$ cat config.mk
export PLATFORM = sky130hd
export DESIGN_NAME = servo_status_outputs
export DESIGN_NICKNAME = d
export VERILOG_FILES = /design/src/rtl/status_out_pkg.sv /design/src/rtl/term_router.sv /design/src/rtl/servo_status_outputs.sv
export SDC_FILE = /design/constraint.sdc
export NUM_CORES = 1
export LEC_CHECK = 0
export BUFFER_PORTS_ARGS = -buffer_cell sky130_fd_sc_hd__buf_2
export CAP_MARGIN = 20
export CELL_PAD_IN_SITES_DETAIL_PLACEMENT = 2
export CELL_PAD_IN_SITES_GLOBAL_PLACEMENT = 2
export CORE_MARGIN = 3
export CORE_UTILIZATION = 27
export CTS_CLUSTER_SIZE = 14
export DETAILED_ROUTE_END_ITERATION = 12
export GPL_TIMING_DRIVEN = 0
export PLACE_DENSITY = 0.87
export SLEW_MARGIN = 20
export SYNTH_ARGS = -nofsm -noshare
export SYNTH_HDL_FRONTEND = slang
export SYNTH_HIERARCHICAL = 1
export SYNTH_SLANG_ARGS = --single-unit
export TNS_END_PERCENT = 30
$ cat constraint.sdc
create_clock -name sys_clk -period 1.6 [get_ports sys_clk]
set_input_delay 0.24 -clock sys_clk [delete_from_list [all_inputs] [get_ports sys_clk]]
set_output_delay 0.24 -clock sys_clk [all_outputs]
set_load 0.01 [all_outputs]
$ cat src/rtl/status_out_pkg.sv
// shared constants for the servo status output block
package status_out_pkg;
    // rotation threshold range and default, in 1 min-1 units
    localparam int          SPEED_W        = 16;
    localparam logic [15:0] ROT_THR_MIN    = 16'h0001;
    localparam logic [15:0] ROT_THR_MAX    = 16'h2710;
    localparam logic [15:0] ROT_THR_RESET  = 16'h0014;
    // terminal selection
    localparam int          TERM_COUNT     = 4;
    localparam int          SEL_W          = 3;
    localparam logic [2:0]  SEL_NONE       = 3'h0;
    localparam logic [2:0]  WARN_SEL_RESET = 3'h3;
    localparam logic [2:0]  ROT_SEL_RESET  = 3'h2;
    localparam logic [2:0]  RDY_SEL_RESET  = 3'h1;
    // absolute data send length in cycles; no logic uses it as a timeout
    localparam int          ABS_SEND_CYC   = 4;
endpackage

$ cat src/rtl/term_router.sv
// routes three active status levels onto selectable output terminals
`timescale 1ns/1ps
`default_nettype none
module term_router
    import status_out_pkg::*;
#(
    parameter int TERMS = TERM_COUNT
) (
    // status levels, high means closed
    input  wire logic             warn_on,
    input  wire logic             rot_on,
    input  wire logic             rdy_on,
    // terminal selections, 0 means unassigned
    input  wire logic [SEL_W-1:0] warn_sel,
    input  wire logic [SEL_W-1:0] rot_sel,
    input  wire logic [SEL_W-1:0] rdy_sel,
    // terminal closed levels
    output logic      [TERMS-1:0] term_closed
);
    // one-hot decode; selection 1 is terminal 0
    function automatic logic [TERMS-1:0] dec(input logic [SEL_W-1:0] s);
        logic [TERMS-1:0] v;
        v = '0;
        for (int i = 0; i < TERMS; i++) begin
            if (s == SEL_W'(i + 1)) begin
                v[i] = 1'b1;
            end
        end
        return v;
    endfunction

    // several signals on one terminal are or-ed so none is hidden
    always_comb begin
        term_closed = ({TERMS{warn_on}} & dec(warn_sel))
                    | ({TERMS{rot_on}} & dec(rot_sel))
                    | ({TERMS{rdy_on}} & dec(rdy_sel));
    end
endmodule
`default_nettype wire

$ cat src/rtl/servo_status_outputs.sv
// servo drive status outputs: warning, rotation detect, servo ready
//
// Overview of operation
// - warning output closed while a warning exists, open otherwise.
// - warning output routed to terminal chosen by warn_terminal_select.
// - rotation-detect closed when speed magnitude exceeds the threshold.
// - rotation-detect open while speed is below the threshold.
// - rotation-detect routed to terminal chosen by rotation_terminal_select.
// - servo-ready relates to accepting a servo-on request.
// - servo-ready needs main power present and no active alarm.
// - absolute encoder: ready only after data sent following sensor enable.
// - servo-ready closed when servo-on can be accepted, open when not.
// - servo-ready routed to terminal chosen by ready_terminal_select.
`timescale 1ns/1ps
`default_nettype none
module servo_status_outputs
    import status_out_pkg::*;
#(
    parameter int TERMS = TERM_COUNT
) (
    // clock and reset
    input  wire logic               sys_clk,
    input  wire logic               rstn,
    // drive state from on-chip logic
    input  wire logic               warning_active,
    input  wire logic               alarm_active,
    input  wire logic               main_power_on,
    input  wire logic signed [SPEED_W-1:0] motor_speed,
    // configuration
    input  wire logic [SPEED_W-1:0] rotation_speed_threshold,
    input  wire logic [SEL_W-1:0]   warn_terminal_select,
    input  wire logic [SEL_W-1:0]   rotation_terminal_select,
    input  wire logic [SEL_W-1:0]   ready_terminal_select,
    input  wire logic               abs_encoder_used,
    // absolute data transfer toward the controller
    input  wire logic               abs_data_request_in,
    output logic                    abs_send_start,
    input  wire logic               abs_send_done,
    // status levels and terminals
    output logic                    warn_out,
    output logic                    rotation_detect_out,
    output logic                    servo_ready_out,
    output logic                    thr_out_of_range,
    output logic      [TERMS-1:0]   term_closed
);
    typedef enum logic [1:0] {ABS_IDLE, ABS_SEND, ABS_DONE} abs_state_t;

    // threshold outside its legal span
    function automatic logic thr_illegal(input logic [SPEED_W-1:0] t);
        return (t < ROT_THR_MIN) || (t > ROT_THR_MAX);
    endfunction

    // nearest legal threshold, so a bad setting still acts sanely
    function automatic logic [SPEED_W-1:0] thr_clamp(
        input logic [SPEED_W-1:0] t
    );
        logic [SPEED_W-1:0] c;
        c = t;
        if (t < ROT_THR_MIN) begin
            c = ROT_THR_MIN;
        end else if (t > ROT_THR_MAX) begin
            c = ROT_THR_MAX;
        end
        return c;
    endfunction

    // speed magnitude; the most negative code keeps its own pattern
    function automatic logic [SPEED_W-1:0] speed_mag(
        input logic signed [SPEED_W-1:0] s
    );
        logic [SPEED_W-1:0] m;
        m = SPEED_W'(s);
        if (s[SPEED_W-1]) begin
            m = SPEED_W'(-s);
        end
        return m;
    endfunction

    // pin synchroniser for the sensor-enable input
    logic sen_meta_ff;
    logic sen_sync_ff;
    always_ff @(posedge sys_clk or negedge rstn) begin
        if (!rstn) begin
            sen_meta_ff <= 1'b0;
            sen_sync_ff <= 1'b0;
        end else begin
            sen_meta_ff <= abs_data_request_in;
            sen_sync_ff <= sen_meta_ff;
        end
    end

    // threshold clamped into its legal range, applied at once
    logic [SPEED_W-1:0] thr_eff;
    always_comb begin
        thr_eff = thr_clamp(rotation_speed_threshold);
    end

    // magnitude so either direction counts as rotation
    logic [SPEED_W-1:0] speed_abs;
    always_comb begin
        speed_abs = speed_mag(motor_speed);
    end

    // absolute data send sequence after sensor enable rises
    abs_state_t abs_state_ff;
    abs_state_t nxt_abs_state;
    always_comb begin
        nxt_abs_state = abs_state_ff;
        unique case (abs_state_ff)
            ABS_IDLE: begin
                if (sen_sync_ff) begin
                    nxt_abs_state = ABS_SEND;
                end
            end
            ABS_SEND: begin
                if (!sen_sync_ff) begin
                    nxt_abs_state = ABS_IDLE;
                end else if (abs_send_done) begin
                    nxt_abs_state = ABS_DONE;
                end
            end
            ABS_DONE: begin
                if (!sen_sync_ff) begin
                    nxt_abs_state = ABS_IDLE;
                end
            end
            // unused code: fall back to idle, ready stays low while an absolute encoder is used
            default: begin
                nxt_abs_state = ABS_IDLE;
            end
        endcase
    end

    always_ff @(posedge sys_clk or negedge rstn) begin
        if (!rstn) begin
            abs_state_ff <= ABS_IDLE;
        end else begin
            abs_state_ff <= nxt_abs_state;
        end
    end

    // one-cycle start pulse on entry to the send state
    logic start_ff;
    logic nxt_start;
    always_comb begin
        nxt_start = (abs_state_ff == ABS_IDLE)
                  && (nxt_abs_state == ABS_SEND);
    end

    // registered so the sender sees a clean strobe
    always_ff @(posedge sys_clk or negedge rstn) begin
        if (!rstn) begin
            start_ff <= 1'b0;
        end else begin
            start_ff <= nxt_start;
        end
    end

    assign abs_send_start = start_ff;

    // absolute data gate, open at once without an absolute encoder
    logic abs_ok;
    always_comb begin
        abs_ok = !abs_encoder_used || (abs_state_ff == ABS_DONE);
    end

    // warning level: closed while a warning stands
    logic warn_ff;
    logic nxt_warn;
    always_comb begin
        nxt_warn = warning_active;
    end

    // status levels follow their inputs one cycle later and hold while they stand
    always_ff @(posedge sys_clk or negedge rstn) begin
        if (!rstn) begin
            warn_ff <= 1'b0;
        end else begin
            warn_ff <= nxt_warn;
        end
    end

    assign warn_out = warn_ff;

    // rotation level: strictly above the threshold, equal stays open
    logic rot_ff;
    logic nxt_rot;
    always_comb begin
        nxt_rot = 1'b0;
        if (speed_abs > thr_eff) begin
            nxt_rot = 1'b1;
        end
    end

    // new threshold acts on the very next edge
    always_ff @(posedge sys_clk or negedge rstn) begin
        if (!rstn) begin
            rot_ff <= 1'b0;
        end else begin
            rot_ff <= nxt_rot;
        end
    end

    assign rotation_detect_out = rot_ff;

    // ready level: power, no alarm and, if needed, absolute data sent
    logic ready_ff;
    logic nxt_ready;
    always_comb begin
        nxt_ready = 1'b0;
        if (main_power_on && !alarm_active) begin
            nxt_ready = abs_ok;
        end
    end

    // servo-on itself is not needed, ready says it could be taken
    always_ff @(posedge sys_clk or negedge rstn) begin
        if (!rstn) begin
            ready_ff <= 1'b0;
        end else begin
            ready_ff <= nxt_ready;
        end
    end

    assign servo_ready_out = ready_ff;

    // range flag: the setting is clamped, this tells the user so
    logic range_ff;
    logic nxt_range;
    always_comb begin
        nxt_range = thr_illegal(rotation_speed_threshold);
    end

    always_ff @(posedge sys_clk or negedge rstn) begin
        if (!rstn) begin
            range_ff <= 1'b0;
        end else begin
            range_ff <= nxt_range;
        end
    end

    assign thr_out_of_range = range_ff;

    // terminal assignment
    term_router #(
        .TERMS       (TERMS)
    ) u_router (
        .warn_on     (warn_out),
        .rot_on      (rotation_detect_out),
        .rdy_on      (servo_ready_out),
        .warn_sel    (warn_terminal_select),
        .rot_sel     (rotation_terminal_select),
        .rdy_sel     (ready_terminal_select),
        .term_closed (term_closed)
    );
endmodule
`default_nettype wire

==> flow_summary.yaml <==
run_status:
  outcome: "finished with violations"
  violations: "negative setup slack"
final_layout:
  fin_util_pct: 45.55
  antenna_cells: 0
  drive_gt1_share_pct: 47.35
  area.sequential_um2: 225.2
  stdcell_area_mm2: 0.002011
  multi_input_area_mm2: 0.001227
  final_nets: 293
  area_growth_syn_to_layout_pct: 61.51
  fillCellCount: 503
yosys:
  synth_top_area_share_pct: 18.09
  ys_types: 42
  ys.flop_type: "dfrtp_1"
  synth_top_cell_by_area: "dfrtp_1"
  ys_seq_area_share_pct: 18.09
  synth_commonest_cells: "17 x ha_1, 14 x nor2_1, 11 x a21oi_1, 11 x nand3_1, 11 x xnor2_1"
  synth_edf_count: 0
  netlist_instances: 152
  synth.area.top_cells: "dfrtp_1 18%, ha_1 17%, xnor2_1 7.7%"
  synth.avg_cell_area_um2: 8.190
  synth-seq-cells: 9
  synth_warnings: 6
  async_flop_share_pct: 100.0
  post-synth-top-count-cell: "ha_1"
  syn_area_mm2: 0.001245
global_route:
  grt_max_degree: 11
  grt_pass1_wl_mm: 7.783
  grt_util_all_layers_pct: 18.13
  grt_antenna_before_repair: 0
  first_global_vias: 1650
  gr-total-overflow: 0
critical_path:
  crit_required_ps: 1710
  path_class: "in -> reg"
  reg2reg_depth: 3
  startpoint_type: "primary input"
  crit_path_end_kind: "flip-flop"
  arrival_ps: 2510
  cp_max_fo: 4
floorplan:
  coreArea_mm2: 0.004414
  rows: 24
  die_h_um: 73.91
  die_area_mm2: 0.005462
  io_pins: 58
  start_util_pct: 28.20
  dieWidth_um: 73.91
cts:
  ctsHtreeMaxLevel: 1
  cts_buffers: 3
  clkTransAtPathRegs_ps: 40
  clk_latency_ps: 230
  clock-sinks: 9
  cts_tree: "yes"
  cts_root_buffer: "clkbuf_8"
  clockBufferDepth: 2
sta:
  hold_viol_final: 0
  fin_worst_skew_ps: 3.320
  finalCritPeriodShare_pct: 150.3
  setup_ws_ps: -804.2
  setup_tns_ps: -838.9
  maxSlewViolCount: 0
  period_minus_slack_ps: 2404
  setup_viol: 3
  rsz0062_at_grt: "yes"
  holdWs_ps: 120.6
  fmax_mhz: 415.9
drt:
  drc_errors: 0
  vias_per_cell: 5.317
  drt_iter0_drc: 27
  post_drt_wl_per_cell_um: 17.11
  ant_nets: 0
  first_pass_iters: 2
  num_vias: 1478
  wl_mm: 4.756
pwr:
  pwr-share-seq_pct: 25.9
  peakVddDrop_mv: 0.2880
  switchingPower_mw: 0.3456
  p_int_mw: 0.6459
  clkPwrFrac_pct: 26.3
  swShare_pct: 34.86
  pwr_density_cell_mw_per_mm2: 493.1
  power_leakage_nw: 0.8863
  pwr-share-comb_pct: 47.8
placed_design:
  gp_congestion: 0.7540
  placed_area_mm2: 0.001694
  hpwlAfterDp_mm: 3.799
  dp_worst_setup_slack_ps: -1530
  port-buffer-count: 57
run:
  max_cap_violations: 0
hold_path:
  hold_path.class: "in -> reg"
  hold_depth: 1
==> critical path, stage by stage <==
cell and delay [ps]:
buf_2 140, nor4_4 290, nand4_1 230, or3_4 400
nor4_4 150, ha_1 290, nand4_1 130, nor2_1 50
a221o_1 330, o31a_1 250
==> stage by stage <==
step	cells	total power [mW]
5_1_grt	278	1.081
3_5_place_dp	262	0.6476
3_3_place_gp	262	0.6209
2_1_floorplan	153	0.4739
4_1_cts	276	0.9574
6_report	278	0.9915
==> layout by cell type (no fill, tap or decap), types with 2 or more instances in the layout <==
cell	count
buf_2	55
nor2_1	14
ha_1	12
xnor2_1	11
buf_4	10
dfrtp_1	9
a21oi_1	8
inv_1	7
nand2_1	7
nand4_1	6
o21ai_0	5
nand3_1	5
ha_4	5
nor4_4	4
nand3_2	4
nand2b_1	4
or3_1	3
a21oi_2	3
clkbuf_8	3
nor4bb_1	3
clkbuf_1	2
or3_4	2
xor2_1	2
nand3_4	2
conb_1	2
buf_6	2
and4bb_1	2
nand3b_1	2
o221ai_1	2
==> cell families (layout without fill, tap and decap cells) <==
group / count (synthesis) / after routing / share of synthesized area, %
flip-flops: 9 / 9 / 18.09
XOR/XNOR: 13 / 13 / 9.146
buffers and inverters: 9 / 82 / 3.317
other: 1 / 2 / 0.3012
AND/OR/NAND/NOR: 71 / 71 / 33.67
AO/OA/AOI/OAI: 32 / 32 / 18.39
adder cells (fa/ha/maj): 17 / 17 / 17.09
==> sequential cells by signal, summed over array words and instances (netlist names) <==
signal,cells
rotation_detect_out,1
warn_out,1
abs_send_start,1
thr_out_of_range,1
sen_sync_ff,1
sen_meta_ff,1
servo_ready_out,1
abs_state_ff,2
==> layout make-up <==
type,count,share of cell area [%]
plain buffers,1,0.1867
clock buffers,4,2.240
inverters,7,1.307
multi-input cells,135,61.05
flip-flops and latches,9,11.20
well taps,52,3.236
repair buffers,70,20.78
==> power by group through the flow <==
stage               Combinational [mW]  Clock, mW  Sequential [mW]
finish                           0.473      0.261            0.257
global route                     0.531      0.292            0.259
CTS                              0.429      0.271            0.257
detailed placement               0.387          0            0.260
global placement                 0.363          0            0.258
floorplan                        0.214          0            0.260
==> repair_timing <==
item / 4_1_cts / 5_1_grt
setup endpoints to repair: 3 / 4
setup buffers: 9 / 3
pin swaps: 15 / 15
endpoints found under the hold margin: 9 / 0
gates resized for setup: 12 / 20
hold buffers: 1 / 0
==> per-layer routing <==
layer  part of all wire [%]  track usage (%)
met2                     56            36.12
met5                      0                0
met3                    6.0            2.736
met1                     38            20.61
met4                   0.13            1.811
==> worst paths after layout <==
kind | start | to | slack (ps)
setup / recovery | motor_speed[7] | rotation_detect_out$_DFF_PN0_ | -800
hold / removal | abs_data_request_in | sen_meta_ff$_DFF_PN0_ | 120
setup reg to reg | abs_state_ff[0]$_DFF_PN0_ | abs_state_ff[1]$_DFF_PN0_ | 710
hold reg to reg | sen_meta_ff$_DFF_PN0_ | sen_sync_ff$_DFF_PN0_ | 360
max in group asynchronous | rstn | abs_state_ff[0]$_DFF_PN0_ | 1030
min in group asynchronous | rstn | warn_out$_DFF_PN0_ | 390
Note: power is estimated with default switching activity, not from simulation.
